`config.mk`:
```
export PLATFORM = sky130hd
export DESIGN_NAME = ttbu_top
export DESIGN_NICKNAME = d
export VERILOG_FILES = /design/src/include/ttbu_pkg.sv /design/src/hdl/ttbu_top.sv /design/src/hdl/ttbu_prescaler.sv
export SDC_FILE = /design/constraint.sdc
export NUM_CORES = 1
export LEC_CHECK = 0
export BUFFER_PORTS_ARGS = -buffer_cell sky130_fd_sc_hd__buf_2
export CAP_MARGIN = 20
export CORE_MARGIN = 5
export CORE_UTILIZATION = 64
export CTS_CLUSTER_DIAMETER = 30
export CTS_CLUSTER_SIZE = 10
export DETAILED_ROUTE_END_ITERATION = 8
export GPL_TIMING_DRIVEN = 0
export PLACE_DENSITY = 0.87
export SLEW_MARGIN = 20
export SYNTH_ARGS = -nofsm -noshare
export SYNTH_HDL_FRONTEND = slang
export SYNTH_SLANG_ARGS = --single-unit
```
`constraint.sdc`:
```
create_clock -name clk_sys_in -period 6 [get_ports clk_sys_in]
set_input_delay 1.2 -clock clk_sys_in [delete_from_list [all_inputs] [get_ports clk_sys_in]]
set_output_delay 1.2 -clock clk_sys_in [all_outputs]
set_load 0.02 [all_outputs]
```
`src/include/ttbu_pkg.sv`:
```
// Constants shared by the timer time-base unit
package ttbu_pkg;

  // ---------------------------------------------------------------
  // Register bus shape
  // ---------------------------------------------------------------
  localparam int unsigned ADDR_W = 8;
  localparam int unsigned DATA_W = 32;
  localparam int unsigned CNT_W  = 16;

  // ---------------------------------------------------------------
  // Register byte offsets
  // ---------------------------------------------------------------
  localparam logic [7:0] CTRL_OFFSET   = 8'h00;
  localparam logic [7:0] EVTGEN_OFFSET = 8'h04;
  localparam logic [7:0] STATUS_OFFSET = 8'h08;
  localparam logic [7:0] MASK_OFFSET   = 8'h0c;
  localparam logic [7:0] COUNT_OFFSET  = 8'h10;
  localparam logic [7:0] PSC_OFFSET    = 8'h14;
  localparam logic [7:0] RELOAD_OFFSET = 8'h18;

  // ---------------------------------------------------------------
  // Control, event, status and mask field positions
  // ---------------------------------------------------------------
  localparam int unsigned COUNTER_ENABLE_BIT        = 0;
  localparam int unsigned UPDATE_DISABLE_BIT        = 1;
  localparam int unsigned UPDATE_REQUEST_SOURCE_BIT = 2;
  localparam int unsigned DIRECTION_BIT             = 4;
  localparam int unsigned CENTER_ALIGN_LSB          = 5;
  localparam int unsigned RELOAD_PRELOAD_ENABLE_BIT = 7;
  localparam int unsigned UPDATE_REQUEST_BIT        = 0;
  localparam int unsigned UPDATE_FLAG_BIT           = 0;

  // ---------------------------------------------------------------
  // Values after reset
  // ---------------------------------------------------------------
  localparam logic [15:0] COUNT_RESET  = 16'h0000;
  localparam logic [15:0] PSC_RESET    = 16'h0000;
  localparam logic [15:0] RELOAD_RESET = 16'hffff;
  localparam logic [1:0]  CMS_EDGE     = 2'h0;

  // Hardware count direction in centre-aligned mode
  typedef enum logic {
    TTBU_DIR_UP   = 1'b0,
    TTBU_DIR_DOWN = 1'b1
  } ttbu_dir_t;

endpackage : ttbu_pkg

```
`src/hdl/ttbu_top.sv`:
```
// Timer time-base unit: prescaler, counter, auto-reload and update logic
//
// The register addresses and the strobed register port were chosen for this implementation.
`timescale 1ns/10ps
`default_nettype none
// How it works
// A 16-bit auto-reload counter counting up, down or up/down.
// Programmable prescaler divides the counter clock by 1 to 65536.
// Prescaler value is buffered and takes effect at the next update.
// Reload shadow loads at once without preload, else only on update.
// Overflow, underflow or software request makes an update unless disabled.
// Counter clock runs only while enabled, starting one cycle after enable; the code also stops it one cycle after disable.
// Up mode: count 0 to reload value, wrap to 0, overflow.
// Request source set: software update does not raise the update flag.
// Allowed update sets flag, loads reload shadow if preloaded, loads prescaler.
// Update disable blocks every update, shadows stay unchanged.
// Software update clears counter and prescaler count, keeps division value.
// Prescaler, counter and reload registers are accessible at any time.
// Down mode: count from reload value to 0, restart, underflow.
// Centre mode: up to reload value, down to 0; hardware direction.
// Software update request bit clears itself after being acted on.
// Outside centre mode direction bit selects up (0) or down (1).
// Reset clears counter, prescaler, flag and control; counter disabled.
module ttbu_top (
  // Clock and reset
  input  wire logic                        clk_sys_in,
  input  wire logic                        rst_n_in,
  // Register port
  input  wire logic [ttbu_pkg::ADDR_W-1:0] addr_in,
  input  wire logic [ttbu_pkg::DATA_W-1:0] wdata_in,
  input  wire logic                        wr_in,
  input  wire logic                        rd_in,
  output logic      [ttbu_pkg::DATA_W-1:0] rdata_out,
  // Events
  output logic                             update_event_out,
  output logic                             irq_out
);
  import ttbu_pkg::*;

  // ---------------------------------------------------------------
  // Software-visible and internal state
  // ---------------------------------------------------------------
  logic             counter_enable;
  logic             update_disable;
  logic             update_request_source;
  logic             direction;
  logic [1:0]       center_align_select;
  logic             reload_preload_enable;
  logic             update_request;
  logic             update_flag;
  logic             update_mask;
  logic [CNT_W-1:0] counter_register;
  logic [CNT_W-1:0] prescaler_register;
  logic [CNT_W-1:0] reload_register;
  logic [CNT_W-1:0] reload_shadow;
  logic [CNT_W-1:0] prescaler_shadow;
  logic             counter_run;
  ttbu_dir_t        center_dir;

  logic             wr_ctrl;
  logic             wr_evt;
  logic             wr_sts;
  logic             wr_mask;
  logic             wr_cnt;
  logic             wr_psc;
  logic             wr_arr;
  logic             counter_clock;
  logic             center_mode;
  logic             count_down;
  logic             overflow;
  logic             underflow;
  logic             sw_update;
  logic             hw_update;
  logic             update_event;
  logic             flag_set;
  logic [CNT_W-1:0] next_count;

  assign wr_ctrl = wr_in && (addr_in == CTRL_OFFSET);
  assign wr_evt  = wr_in && (addr_in == EVTGEN_OFFSET);
  assign wr_sts  = wr_in && (addr_in == STATUS_OFFSET);
  assign wr_mask = wr_in && (addr_in == MASK_OFFSET);
  assign wr_cnt  = wr_in && (addr_in == COUNT_OFFSET);
  assign wr_psc  = wr_in && (addr_in == PSC_OFFSET);
  assign wr_arr  = wr_in && (addr_in == RELOAD_OFFSET);

  // ---------------------------------------------------------------
  // Control register
  // ---------------------------------------------------------------
  always_ff @(posedge clk_sys_in) begin
    if (!rst_n_in) begin
      counter_enable        <= 1'b0;
      update_disable        <= 1'b0;
      update_request_source <= 1'b0;
      direction             <= 1'b0;
      center_align_select   <= CMS_EDGE;
      reload_preload_enable <= 1'b0;
    end else if (wr_ctrl) begin
      counter_enable        <= wdata_in[COUNTER_ENABLE_BIT];
      update_disable        <= wdata_in[UPDATE_DISABLE_BIT];
      update_request_source <= wdata_in[UPDATE_REQUEST_SOURCE_BIT];
      direction             <= wdata_in[DIRECTION_BIT];
      center_align_select   <= wdata_in[CENTER_ALIGN_LSB +: 2];
      reload_preload_enable <= wdata_in[RELOAD_PRELOAD_ENABLE_BIT];
    end
  end

  // Enable is delayed one cycle before the counter clock may run
  always_ff @(posedge clk_sys_in) begin
    if (!rst_n_in) begin
      counter_run <= 1'b0;
    end else begin
      counter_run <= counter_enable;
    end
  end

  // ---------------------------------------------------------------
  // Software update request
  // ---------------------------------------------------------------
  // Held for exactly one cycle, then dropped whether acted on or not
  always_ff @(posedge clk_sys_in) begin
    if (!rst_n_in) begin
      update_request <= 1'b0;
    end else if (wr_evt) begin
      update_request <= wdata_in[UPDATE_REQUEST_BIT];
    end else begin
      update_request <= 1'b0;
    end
  end

  assign sw_update    = update_request && !update_disable;
  assign hw_update    = (overflow || underflow) && !update_disable;
  assign update_event = sw_update || hw_update;
  // Request source set: only counter wrap raises the flag
  assign flag_set     = hw_update || (sw_update && !update_request_source);

  // ---------------------------------------------------------------
  // Prescaler and its buffered division value
  // ---------------------------------------------------------------
  always_ff @(posedge clk_sys_in) begin
    if (!rst_n_in) begin
      prescaler_register <= PSC_RESET;
    end else if (wr_psc) begin
      prescaler_register <= wdata_in[CNT_W-1:0];
    end
  end

  always_ff @(posedge clk_sys_in) begin
    if (!rst_n_in) begin
      prescaler_shadow <= PSC_RESET;
    end else if (update_event) begin
      prescaler_shadow <= prescaler_register;
    end
  end

  ttbu_prescaler u_prescaler (
    .clk_sys_in (clk_sys_in),
    .rst_n_in   (rst_n_in),
    .enable_in  (counter_run),
    .clear_in   (sw_update),
    .div_in     (prescaler_shadow),
    .tick_out   (counter_clock)
  );

  // ---------------------------------------------------------------
  // Auto-reload preload and shadow
  // ---------------------------------------------------------------
  always_ff @(posedge clk_sys_in) begin
    if (!rst_n_in) begin
      reload_register <= RELOAD_RESET;
    end else if (wr_arr) begin
      reload_register <= wdata_in[CNT_W-1:0];
    end
  end

  // A direct write wins over an update in the same cycle
  always_ff @(posedge clk_sys_in) begin
    if (!rst_n_in) begin
      reload_shadow <= RELOAD_RESET;
    end else if (wr_arr && !reload_preload_enable) begin
      reload_shadow <= wdata_in[CNT_W-1:0];
    end else if (update_event && reload_preload_enable) begin
      reload_shadow <= reload_register;
    end
  end

  // ---------------------------------------------------------------
  // Counter
  // ---------------------------------------------------------------
  assign center_mode = (center_align_select != CMS_EDGE);
  assign count_down  = center_mode ? (center_dir == TTBU_DIR_DOWN) : direction;

  always_comb begin
    overflow   = 1'b0;
    underflow  = 1'b0;
    next_count = counter_register;
    if (counter_clock) begin
      if (center_mode) begin
        if (!count_down) begin
          next_count = counter_register + 16'h0001;
          overflow   = (next_count >= reload_shadow);
        end else if (counter_register <= 16'h0001) begin
          next_count = '0;
          underflow  = 1'b1;
        end else begin
          next_count = counter_register - 16'h0001;
        end
      end else if (count_down) begin
        if (counter_register == '0) begin
          next_count = reload_shadow;
          underflow  = 1'b1;
        end else begin
          next_count = counter_register - 16'h0001;
        end
      end else if (counter_register >= reload_shadow) begin
        next_count = '0;
        overflow   = 1'b1;
      end else begin
        next_count = counter_register + 16'h0001;
      end
    end
  end

  // Software write first, then forced update, then normal counting
  always_ff @(posedge clk_sys_in) begin
    if (!rst_n_in) begin
      counter_register <= COUNT_RESET;
    end else if (wr_cnt) begin
      counter_register <= wdata_in[CNT_W-1:0];
    end else if (sw_update) begin
      counter_register <= '0;
    end else begin
      counter_register <= next_count;
    end
  end

  // Hardware direction; overflow turns down, underflow or restart turns up
  always_ff @(posedge clk_sys_in) begin
    if (!rst_n_in) begin
      center_dir <= TTBU_DIR_UP;
    end else if (!center_mode || sw_update || underflow) begin
      center_dir <= TTBU_DIR_UP;
    end else if (overflow) begin
      center_dir <= TTBU_DIR_DOWN;
    end
  end

  // ---------------------------------------------------------------
  // Status, mask and interrupt
  // ---------------------------------------------------------------
  // A new event wins over a write-one clear in the same cycle
  always_ff @(posedge clk_sys_in) begin
    if (!rst_n_in) begin
      update_flag <= 1'b0;
    end else if (flag_set) begin
      update_flag <= 1'b1;
    end else if (wr_sts && wdata_in[UPDATE_FLAG_BIT]) begin
      update_flag <= 1'b0;
    end
  end

  always_ff @(posedge clk_sys_in) begin
    if (!rst_n_in) begin
      update_mask <= 1'b0;
    end else if (wr_mask) begin
      update_mask <= wdata_in[UPDATE_FLAG_BIT];
    end
  end

  always_ff @(posedge clk_sys_in) begin
    if (!rst_n_in) begin
      irq_out <= 1'b0;
    end else begin
      irq_out <= update_flag && update_mask;
    end
  end

  always_ff @(posedge clk_sys_in) begin
    if (!rst_n_in) begin
      update_event_out <= 1'b0;
    end else begin
      update_event_out <= update_event;
    end
  end

  // ---------------------------------------------------------------
  // Read port
  // ---------------------------------------------------------------
  // Unmapped addresses and idle cycles read as zero
  always_ff @(posedge clk_sys_in) begin
    if (!rst_n_in) begin
      rdata_out <= '0;
    end else begin
      rdata_out <= '0;
      if (rd_in) begin
        unique case (addr_in)
          CTRL_OFFSET: begin
            rdata_out[COUNTER_ENABLE_BIT]        <= counter_enable;
            rdata_out[UPDATE_DISABLE_BIT]        <= update_disable;
            rdata_out[UPDATE_REQUEST_SOURCE_BIT] <= update_request_source;
            rdata_out[DIRECTION_BIT]             <= count_down;
            rdata_out[CENTER_ALIGN_LSB +: 2]     <= center_align_select;
            rdata_out[RELOAD_PRELOAD_ENABLE_BIT] <= reload_preload_enable;
          end
          STATUS_OFFSET: rdata_out[UPDATE_FLAG_BIT] <= update_flag;
          MASK_OFFSET:   rdata_out[UPDATE_FLAG_BIT] <= update_mask;
          COUNT_OFFSET:  rdata_out[CNT_W-1:0] <= counter_register;
          PSC_OFFSET:    rdata_out[CNT_W-1:0] <= prescaler_register;
          RELOAD_OFFSET: rdata_out[CNT_W-1:0] <= reload_register;
          default:       rdata_out <= '0;
        endcase
      end
    end
  end
endmodule : ttbu_top
`default_nettype wire

```
`src/hdl/ttbu_prescaler.sv`:
```
// Prescaler counter of the timer time-base unit
`timescale 1ns/10ps
`default_nettype none
module ttbu_prescaler (
  // Clock and reset
  input  wire logic                      clk_sys_in,
  input  wire logic                      rst_n_in,
  // Control
  input  wire logic                      enable_in,
  input  wire logic                      clear_in,
  input  wire logic [ttbu_pkg::CNT_W-1:0] div_in,
  // Counter clock tick
  output logic                           tick_out
);
  import ttbu_pkg::*;

  logic [CNT_W-1:0] count;

  // Division factor is div_in + 1, so 0 gives a tick every cycle
  assign tick_out = enable_in && !clear_in && (count == div_in);

  always_ff @(posedge clk_sys_in) begin
    if (!rst_n_in) begin
      count <= PSC_RESET;
    end else if (clear_in) begin
      count <= '0;
    end else if (enable_in) begin
      count <= tick_out ? '0 : count + 16'h0001;
    end
  end

endmodule : ttbu_prescaler
`default_nettype wire

```
# Word-level counts from Yosys, hierarchy flattened
# Index checks and enable logic that the tools add are counted.
[word_totals] ff_bits=142 word_cells=102 out_inout_bits=34 inputBits=44
[op_classes] n_bitwise=1 reduce_logical=36 n_addsub=3 n_lt_le_gt_ge=3 n_mux=31 eq_ne=7
[ops] operator="16-bit 2-to-1 mux" count=12
[ops] operator="16-bit by 1-bit adder with 16-bit output, second input constant" count=2
[ops] operator="16-bit >= comparator" count=2
[ops] operator="8-bit by 5-bit equality test with 1-bit output, second input constant" count=3
[ops] operator="8-bit case mux with 3 select lines" count=1
[ops] operator="16-bit equality test" count=1
[ops] operator="8-bit by 4-bit equality test with 1-bit output, second input constant" count=2
[ops] operator="16-bit by 1-bit <= comparator with 1-bit output, second input constant" count=1
[ops] operator="1-bit logical AND" count=16
[ops] operator="16-bit logical NOT" count=1
[ops] operator="4-bit case mux with 4 select lines" count=1
[ops] operator="16-bit by 1-bit subtractor with 16-bit output, second input constant" count=1
[ops] operator="1-bit 2-to-1 mux" count=14
[ops] operator="8-bit by 3-bit equality test with 1-bit output, second input constant" count=1
[ops] operator="8-bit logical NOT" count=1
[ops] operator="2-bit case mux with 4 select lines" count=1
[ops] operator="1-bit case mux with 6 select lines" count=1
[ops] operator="2-bit nonzero test" count=3
[ops] operator="1-bit logical NOT" count=5
[ops] operator="1-bit logical OR" count=5
[ops] operator="2-bit AND reduction" count=2
[ops] operator="2-bit OR reduction" count=2
[ops] operator="1-bit case mux with 3 select lines" count=1
[ops] operator="3-bit nonzero test" count=1
[ops] operator="1-bit inverter" count=1

# Longest topological paths before layout
# Gate-level depths: netlist of run 1.
[depth] depth_word=12 ltp_mapped=16 ltp_nobuf=14

# Modules after synthesis
# From an unflattened synthesis of run 1, not the netlist that was laid out.
[unflattened] cells_unflattened=929 hier_area_um2=7454.6
[modules_own_cells] mod="ttbu_top" area_per_inst_um2=6558.8 n_inst=1 seq_area_each_um2=2202.1 cells_each=826
[modules_own_cells] mod="ttbu_prescaler" area_per_inst_um2=895.9 n_inst=1 seq_area_each_um2=320.3 cells_each=103

# Least setup slack after synthesis of run 1
# No wires, ideal clock.
[synth_path] kind="reg-to-reg" start="register counter_register[4]" end="register reload_shadow[1]" period_less_slack_ps=3252 t_arrival_ps=3120 path_stages_with_launch=17 path_slack_ps=2748 required_time_ps=5868 n_path_buf=2 setup_ps=132 cell_sequence="dfxtp_1 clkbuf_1 and3_1 nand3_1 nor2_1 nand2_1 xnor2_1 ha_1 and4_1 nor3b_1 o2111ai_1 o2111ai_1 a41oi_2 a21oi_4 buf_6 o221a_1 o21ai_1"
[synth_between] elab_chain_cells=10 elab_cells_between_ends=21 cone_classes="add/sub (1); order compare (3); mux (11); reduce/logical (6)"
[synth_rtl] element="from (decl)" line="ttbu_top.sv:52" text="logic [CNT_W-1:0] counter_register;"
[synth_rtl] element="from (signal assigned)" line="ttbu_top.sv:228" text="counter_register <= wdata_in[CNT_W-1:0];"
[synth_rtl] element="from (signal assigned)" line="ttbu_top.sv:232" text="counter_register <= next_count;"
[synth_rtl] element="16-bit by 1-bit adder with 16-bit output (tied with other cells)" line="ttbu_top.sv:199" text="next_count = counter_register + 16'h0001;"
[synth_rtl] element="16-bit >= comparator (tied with other cells)" line="ttbu_top.sv:200" text="overflow = (next_count >= reload_shadow);"
[synth_rtl] element="1-bit 2-to-1 mux, on equally long branches" line="ttbu_top.sv:198, ttbu_top.sv:207"
[synth_rtl] element="1-bit 2-to-1 mux" line="ttbu_top.sv:197" text="if (center_mode) begin"
[synth_rtl] element="1-bit 2-to-1 mux" line="ttbu_top.sv:196" text="if (counter_clock) begin"
[synth_rtl] element="1-bit logical OR *" line="ttbu_top.sv:131" text="assign hw_update = (overflow || underflow) && !update_disable;"
[synth_rtl] element="1-bit logical AND *" line="ttbu_top.sv:131"
[synth_rtl] element="1-bit logical OR *" line="ttbu_top.sv:132" text="assign update_event = sw_update || hw_update;"
[synth_rtl] element="1-bit logical AND *" line="ttbu_top.sv:181" text="end else if (update_event && reload_preload_enable) begin"
[synth_rtl] element="2-bit nonzero test (no line) *"
[synth_rtl] element="to (signal assigned)" line="ttbu_top.sv:180" text="reload_shadow <= wdata_in[CNT_W-1:0];"
[synth_rtl] element="to (signal assigned)" line="ttbu_top.sv:182" text="reload_shadow <= reload_register;"
[synth_rtl] element="to (decl)" line="ttbu_top.sv:55" text="logic [CNT_W-1:0] reload_shadow;"
# Mark *: on every way between the ends. The rest lies on a longest branch, timed or not.
# A chain may end at the register's enable or synchronous reset.

# Worst setup path in the final report of run 1
[layout_path] start="register counter_register[4]" end="register reload_shadow[6]"
# Same word-level chain as after synthesis.

==> results of run 1 <==
[layout by cell type, fill, tap and decap left out, types with 9 or more instances in the layout]
master and instances:
nand2_1 150, o21ai_0 36, dfxtp_1 126, buf_4 16, nor2_1 75, a21oi_1 33
o221a_1 11, nand4_1 11, a22oi_1 28, nand3_1 56, conb_1 16, xnor2_1 36
xor2_1 22, nor3_1 12, a21boi_0 21, ha_1 37, buf_2 53, nand3b_1 11
and3_1 9, o21ai_1 27, inv_1 21, clkbuf_16 17, clkbuf_1 47, mux2_2 14
[final timing paths]
kind	cells past startpoint	end	slack (ns)	start
worst max register to register	16	reload_shadow[6]	1.71	counter_register[4]
worst min register to register	2	prescaler_shadow[8]	0.47	prescaler_shadow[8]
worst max-delay path	16	reload_shadow[6]	1.71	counter_register[4]
worst min-delay path	2	prescaler_shadow[8]	0.47	prescaler_shadow[8]
[cells in the mapped netlist (3+ instances only)]
cell type    n
o2bb2ai_1    7
nor4_1       6
ha_1        37
a21boi_0    21
a211oi_1     3
nand2_1    150
dfxtp_1    126
xor2_1      22
nand4_1     11
a221o_1      7
buf_2        8
or2_1        3
o21ai_1     27
o221a_1     11
nor3b_1      3
a21oi_1     33
o21ai_0     36
mux2_2      14
and2_1       5
xnor2_1     36
clkbuf_1    44
nand2b_1     7
buf_4       16
nor2_1      75
a22oi_1     28
nand3_1     56
and3_1       9
nor2b_1      3
a222oi_1     6
nor3_1      12
inv_1       21
a31oi_1      3
buf_1        7
nand3b_1    11
[sequential cells by signal (all words and copies together) (netlist names)]
name                   count
center_align_select        2
center_dir                 1
counter_enable             1
counter_register          16
counter_run                1
direction                  1
irq_out                    1
prescaler_register        16
prescaler_shadow          16
rdata_out                 16
reload_preload_enable      1
reload_register           16
reload_shadow             16
u_prescaler.count         16
update_disable             1
update_event_out           1
update_flag                1
update_mask                1
update_request             1
update_request_source      1
[cells by family after synthesis]
family | synth area share, %
multiplexers | 2.54
AO/OA/AOI/OAI | 19.2
AND/OR/NAND/NOR | 23.3
flip-flops | 35.0
adder cells (fa/ha/maj) | 6.43
other | 0.0521
buffers and inverters | 6.29
XOR/XNOR | 7.06
[layout make-up]
cell class / count / area, um2 / area share [%]
plain buffers: 77 / 374 / 4.56
clock buffers: 20 / 437 / 5.32
clock inverters: 12 / 121 / 1.48
inverters: 21 / 78.8 / 0.960
multi-input cells: 692 / 4280 / 52.1
flip-flops and latches: 126 / 2520 / 30.7
well taps: 140 / 175 / 2.13
repair buffers: 45 / 225 / 2.74
[critical path: stages (launching register included)]
cell and delay (ns):
dfxtp_1 0.36, clkbuf_1 0.44, and3_1 0.23, nand3_1 0.18, nor2_1 0.28, nand4_1 0.15
xnor2_1 0.26, ha_1 0.30, a21oi_1 0.14, nor2b_1 0.06, o21ai_0 0.28, o2111ai_1 0.30
a41oi_2 0.48, and2_1 0.25, buf_6 0.16, o221a_1 0.19, o21ai_1 0.08
[power by group through the flow]
stage | clock [uW] | combinational, uW | sequential [uW]
floorplan | 0 | 60.1 | 857
global placement | 0 | 94.3 | 857
detailed placement | 0 | 95.7 | 857
CTS | 981 | 96.4 | 839
global route | 1030 | 106 | 839
finish | 981 | 100 | 839
[stage by stage]
stage | hold WS (ns) | total power (uW)
floorplan | 0.441 | 917
global placement | 0.450 | 951
detailed placement | 0.457 | 953
CTS | 0.469 | 1920
global route | 0.490 | 1980
finish | 0.469 | 1920
[per-layer routing]
metal / vias to the layer above / track usage [%]
met2: 417 / 53.2
met3: 84 / 7.62
met4: 0 / 17.9
met5: - / 0
met1: 3205 / 38.6
li1: 3296 / -
==> results.cfg, run 1 <==
[status]
status = finished, final reports clean

[cts]
cts_tree = built
cts_buffer_depth = 2
clk_latency_ns = 0.42
cts_buffers = 17
cts_resized = 0
clk_pin_slew_worst_paths_ns = 0.06
cts_setup_buffers = 0
cts.sinks = 126
htreeDepth = 4
cts_root_buf = clkbuf_16
cts_hold_buf = 0

[cells_and_area]
fin_util_pct = 75.1
layoutNonFillerInstCount = 1133
fin_nets = 1061
stdcell_area_mm2 = 0.00821
drive_above_1_share_pct = 12.5
fill_cells = 820
diodes = 0
syn_to_final_growth_pct = 14.1

[drt]
ant_nets = 0
met3_length_um = 2010
first_pass_iters = 6
wl_met2_um = 10100
drc = 0
post_drt_via_cell_ratio = 6.18
wl_um = 21100
drt_iter0_drc = 801
wl_met1_um = 8040
detail_route.wl_per_cell_um = 18.6
via_count = 7002
highest_layer = met4

[synth]
syn-cell-area_mm2 = 0.00720
avgSynthCellArea_um2 = 7.99
synth_warnings = 0
ys_types = 61
yosys.area.top_type = dfxtp_1
synth_top_area_share_pct = 35.0
postSynth.asyncResetShare_pct = 0
synth_edf_count = 0
syn_inst = 901
seq_area_frac_synth_pct = 35.0
ys_top_cells_by_area = dfxtp_1, nand2_1, ha_1
ys.flop_type = dfxtp_1
yosys_register_bits = 126

[placement]
io_buffer_count = 45
dpl-instance-area_mm2 = 0.00765
dp.cells = 1101
place_congestion = 0.965
dpl_worst_slack_ns = 1.88
dp_hpwl_um = 15800

[floorplanning]
io_pins = 78
die_y_um = 116
initial_core_util_pct = 65.8
fp-row-count = 38
design.core.area_mm2 = 0.0109
die_area_mm2 = 0.0135
die_w_um = 116

[setup_path]
criticalPathCategory = flop to flop
startpoint_type = flop
cp.arrival_ns = 4.56
crit_path_max_fanout = 10
cp.required_ns = 6.28
setup.worst_path.end_class = flop

[job]
maxCapViolCount = 0

[sta]
timing.final.ws_setup_ns = 1.71
slew_violations = 0
period_share_pct = 71.4
slew_headroom_pct = 35.5
fmax_ghz = 0.233
worst_pin_slew_ns = 0.952
final.min_clock_period_ns = 4.29
finalSetupViolCount = 0
hold_viol = 0
fin_tns_setup_ns = 0
skew_ns = 0.0126
rsz0062_at_grt = false

[global_routing]
grt_pass1_wl_um = 33600
grt_usage_pct = 32.2
grt_pass1_vias = 6724
grt_start_max_net_pins = 17
grt.overflow.total = 0
antenna_found_initial = 0

[power]
swShare_pct = 23.0
peakVddDrop_v = 0.000228
p_sw_uw = 442
p_seq_share_pct = 43.7
internal_power_uw = 1480
comb_power_share_pct = 5.2
p_leak_uw = 0.00354
pwr-share-clk_pct = 51.1
power_density_mw_per_mm2 = 234

[min_path]
holdCritPathClass = flop to flop
No activity file was read; power rests on OpenSTA's default activity.
==> run 2: changes to the inputs <==
--- a/config.mk
+++ b/config.mk
@@ -8,12 +8,12 @@
 export BUFFER_PORTS_ARGS = -buffer_cell sky130_fd_sc_hd__buf_2
 export CAP_MARGIN = 20
 export CORE_MARGIN = 5
-export CORE_UTILIZATION = 64
+export CORE_UTILIZATION = 59
 export CTS_CLUSTER_DIAMETER = 30
 export CTS_CLUSTER_SIZE = 10
 export DETAILED_ROUTE_END_ITERATION = 8
 export GPL_TIMING_DRIVEN = 0
-export PLACE_DENSITY = 0.87
+export PLACE_DENSITY = 0.81
 export SLEW_MARGIN = 20
 export SYNTH_ARGS = -nofsm -noshare
 export SYNTH_HDL_FRONTEND = slang
==> constraint.sdc (replaced) <==
create_clock -name clk_sys_in -period 4 [get_ports clk_sys_in]
set_input_delay 0.8 -clock clk_sys_in [delete_from_list [all_inputs] [get_ports clk_sys_in]]
set_output_delay 0.8 -clock clk_sys_in [all_outputs]
set_load 0.02 [all_outputs]
==> results.cfg, run 2 (synthesized netlist as in run 1, its figures left out) <==
[power]
power_density_mw_per_mm2 = 365
p_leak_uw = 0.00360
peakVddDrop_v = 0.000382

[setup_path]
r2r_cells = 16
setup.worst_path.end_class = flop
cp.arrival_ns = 4.13
cp.required_ns = 4.27
startpoint_type = flop
criticalPathCategory = flop to flop
crit_path_max_fanout = 10

[cts]
cts_buffer_depth = 2
cts_buffers = 17
cts_hold_buf = 0
cts_root_buf = clkbuf_16
clk_latency_ns = 0.43
cts.sinks = 126
htreeDepth = 4
cts_tree = built
clk_pin_slew_worst_paths_ns = 0.06

[drt]
first_pass_iters = 6
via_count = 7004
detail_route.wl_per_cell_um = 18.6
drt_iter0_drc = 904
wl_um = 21200
ant_nets = 0
post_drt_via_cell_ratio = 6.14
drc = 0

[min_path]
holdCritPathClass = flop to flop
min_path_cells = 2

[sta]
hold_ws_ns = 0.463
rsz0062_at_grt = false
skew_ns = 0.0107
finalSetupViolCount = 0
slew_headroom_pct = 41.7
worst_pin_slew_ns = 0.866
period_share_pct = 96.4
slew_violations = 0
fin_tns_setup_ns = 0
fmax_ghz = 0.259
final.min_clock_period_ns = 3.86
hold_viol = 0

[job]
maxCapViolCount = 0

[floorplanning]
die_y_um = 120
io_pins = 78
fp-row-count = 40
design.core.area_mm2 = 0.0120
die_area_mm2 = 0.0145
initial_core_util_pct = 60.2
die_w_um = 120

[status]
status = finished, final reports clean

[placement]
place_congestion = 0.992
dpl-instance-area_mm2 = 0.00766
dp_hpwl_um = 15700
io_buffer_count = 45

[cells_and_area]
fin_nets = 1063
fin_util_pct = 69.7
drive_above_1_share_pct = 13.7
diodes = 0
layout_commonest_cell = nand2_1
layout_common_cells = nand2_1, dfxtp_1, nor2_1
syn_to_final_growth_pct = 15.9
fill_cells = 971
stdcell_area_mm2 = 0.00834

[global_routing]
grt_usage_pct = 29.6
grt_pass1_vias = 6694
grt_start_max_net_pins = 17
grt.overflow.total = 0
antenna_found_initial = 0
grt_pass1_wl_um = 33800
[run 2: cell count changes in the layout (fill, tap and decap cells not counted), moves of 2 or more]
cell       previous run  this run
clkinv_2              6         4
clkbuf_1             47        39
bufinv_16             2         4
inv_6                 0         4
clkbuf_2              0         6
[run 2: routing by layer]
metal	track usage (%)	wire, um
met1	35.6	8320
met2	49.6	10100
met3	6.55	1720
met4	15.0	1040
met5	0	0
[run 2: power by group]
part	switching, uW	total (uW)	internal [uW]
logic	98.5	151	52.0
registers	1.53	1260	1260
clock network	592	1630	1040
[run 2: area by class of cell]
| class | instances | area, um2 | area share (%) |
|---|---|---|---|
| multi-input cells | 692 | 4310 | 51.6 |
| flip-flops and latches | 126 | 2520 | 30.2 |
| repair buffers | 47 | 253 | 3.03 |
| well taps | 147 | 184 | 2.21 |
| clock inverters | 14 | 190 | 2.28 |
| plain buffers | 77 | 382 | 4.58 |
| clock buffers | 17 | 425 | 5.10 |
| inverters | 21 | 78.8 | 0.945 |
[run 2: path summary, 6_finish.rpt]
| kind | from | endpoint | slack (ns) |
|---|---|---|---|
| setup / recovery | counter_register[4] | reload_shadow[14] | 0.14 |
| hold / removal | prescaler_shadow[10] | prescaler_shadow[10] | 0.46 |
| setup reg to reg | counter_register[4] | reload_shadow[14] | 0.14 |
| hold reg to reg | prescaler_shadow[10] | prescaler_shadow[10] | 0.46 |
[run 2: timing repair]
item                       CTS  global route
resized for setup            3             9
pin swaps                    0             2
setup endpoints to repair   32            32
setup buffers                0             2
[run 2: through the flow]
| stage | cells | worst slack [ns] | total power, uW |
|---|---|---|---|
| 2_1_floorplan | 916 | 0.748 | 1380 |
| 3_3_place_gp | 1108 | -0.0119 | 1430 |
| 3_5_place_dp | 1108 | -0.0465 | 1430 |
| 4_1_cts | 1139 | 0.00354 | 3040 |
| 5_1_grt | 1141 | 0.0121 | 3120 |
| 6_report | 1141 | 0.142 | 3040 |
[run 2: critical path, cell delays in order (launching register included)]
cell and delay (ns):
dfxtp_1 0.36, clkbuf_2 0.27, and3_1 0.21, nand3_1 0.19, nor2_2 0.23, nand4_1 0.14
xnor2_1 0.25, ha_1 0.28, a21oi_1 0.14, nor2b_1 0.06, o21ai_0 0.30, o2111ai_2 0.27
a41oi_4 0.39, and2_1 0.22, buf_6 0.15, o221a_1 0.18, o21ai_1 0.07
==> run 3: changes to the inputs <==
--- a/config.mk
+++ b/config.mk
@@ -13,7 +13,7 @@
 export CTS_CLUSTER_SIZE = 10
 export DETAILED_ROUTE_END_ITERATION = 8
 export GPL_TIMING_DRIVEN = 0
-export PLACE_DENSITY = 0.81
+export PLACE_DENSITY = 0.8
 export SLEW_MARGIN = 20
 export SYNTH_ARGS = -nofsm -noshare
 export SYNTH_HDL_FRONTEND = slang
==> results.cfg, run 3 (synthesized netlist as in run 1, its figures left out) <==
[power]
peakVddDrop_v = 0.000342
power_density_mw_per_mm2 = 367
total_power_uw = 3070
p_leak_uw = 0.00362

[global_routing]
grt_pass1_vias = 6506
grt_start_max_net_pins = 17
grt_usage_pct = 28.9
grt.overflow.total = 0
antenna_found_initial = 0
grt_pass1_wl_um = 33200

[cells_and_area]
drive_above_1_share_pct = 13.5
syn_to_final_growth_pct = 16.0
layout_commonest_cell = nand2_1
layout_common_cells = nand2_1, dfxtp_1, nor2_1
fill_cells = 953
diodes = 0
multi_input_area_mm2 = 0.00429
fin_nets = 1064
regArea_mm2 = 0.00252
stdcell_area_mm2 = 0.00835

[placement]
io_buffer_count = 45
place_congestion = 0.958
dpl-instance-area_mm2 = 0.00766
dp_hpwl_um = 15700

[cts]
clk_pin_slew_worst_paths_ns = 0.06
htreeDepth = 4
cts_root_buf = clkbuf_16
cts.sinks = 126
cts_tree = built
clk_latency_ns = 0.41
cts_buffer_depth = 2
cts_buffers = 17

[drt]
detail_route.wl_per_cell_um = 18.0
ant_nets = 0
drc = 0
post_drt_via_cell_ratio = 5.95
wl_um = 20600
first_pass_iters = 9
via_count = 6800
drt_iter0_drc = 719

[min_path]
holdCritPathClass = flop to flop

[setup_path]
cp.arrival_ns = 4.16
crit_chain = clkbuf_2 > nand3_1 > nor2_2 > nand4_1 > xnor2_1 > ha_1 > nand4_1 > nor3b_1 > o2111ai_1 > o2111ai_1 > a41oi_2 > buf_4 > a21oi_4 > buf_2 > nand3_1 > o21ai_1
cp.required_ns = 4.34
crit_slowest_cell = dfxtp_1
criticalPathCategory = flop to flop
setup.worst_path.end_class = flop
crit_path_max_fanout = 10
slowest_delay_ns = 0.44
startpoint_type = flop

[sta]
finalSetupViolCount = 0
skew_ns = 0.00697
slew_violations = 0
final.min_clock_period_ns = 3.81
hold_viol = 0
fmax_ghz = 0.262
period_share_pct = 95.3
worst_pin_slew_ns = 0.838
slew_headroom_pct = 43.2

[floorplanning]
initial_core_util_pct = 60.2
die_area_mm2 = 0.0145
die_y_um = 120
design.core.area_mm2 = 0.0120
die_w_um = 120
io_pins = 78
fp-row-count = 40

[status]
status = finished, final reports clean

[job]
maxCapViolCount = 0
[run 3: changes by cell type in the layout (fill, tap and decap cells not counted), moves of 3 or more]
cell and delta:
clkbuf_8 +5, clkbuf_1 +5, clkinv_2 -3, inv_6 -4, clkbuf_2 -3
[run 3: through the flow]
step	instances	setup TNS (ns)	utilization, %	setup WS, ns	hold WS [ns]
floorplan	916	0	-	0.748	0.441
global placement	1108	-0.552	64.1	-0.0483	0.453
detailed placement	1108	-3.88	64.1	-0.171	0.456
CTS	1140	-0.0151	69.4	-0.00854	0.465
global route	1143	-0.0330	69.8	-0.0184	0.486
finish	1143	0	69.8	0.187	0.462
[run 3: layout make-up]
class | count | share of cell area, %
Timing Repair Buffer | 48 | 2.97
Inverter | 21 | 0.944
Clock buffer | 27 | 6.14
Buffer | 77 | 4.63
Multi-Input combinational cell | 692 | 51.4
Tap cell | 147 | 2.20
Clock inverter | 5 | 1.50
Sequential cell | 126 | 30.2
[run 3: worst paths after layout]
kind | cells past startpoint | end | startpoint | slack (ns)
max | 16 | prescaler_shadow[15] | counter_register[2] | 0.19
min | 2 | prescaler_shadow[0] | prescaler_shadow[0] | 0.46
max reg2reg | 16 | prescaler_shadow[15] | counter_register[2] | 0.19
min reg2reg | 2 | prescaler_shadow[0] | prescaler_shadow[0] | 0.46
[run 3: layer usage]
layer  wire length (um)  up-vias  track usage, %
li1                   -     3311               -
met1               8350     3145            35.4
met2               9910      286            48.2
met3               1560       58            6.78
met4                730        0            13.2
met5                  0        -               0
[run 3: what timing repair did]
action,in CTS,in global routing
resized for setup,5,10
setup buffers,0,3
endpoints found under the setup margin,32,32
hold buffers,0,0
pin swaps,0,4
[run 3: where the power goes]
part / internal, uW / switching, uW
Sequential: 1260 / 1.56
Combinational: 52.1 / 96.6
Clock: 1130 / 534
Total: 2440 / 632
[run 3: critical path, delay by kind of cell, from the launching register on]
| family | cells | cell delay, ns |
|---|---|---|
| compound gates | 5 | 0.87 |
| xor+xnor | 1 | 0.19 |
| fa+ha+maj | 1 | 0.32 |
| buf+inv | 3 | 0.76 |
| flops | 1 | 0.44 |
| simple gates | 6 | 1.14 |
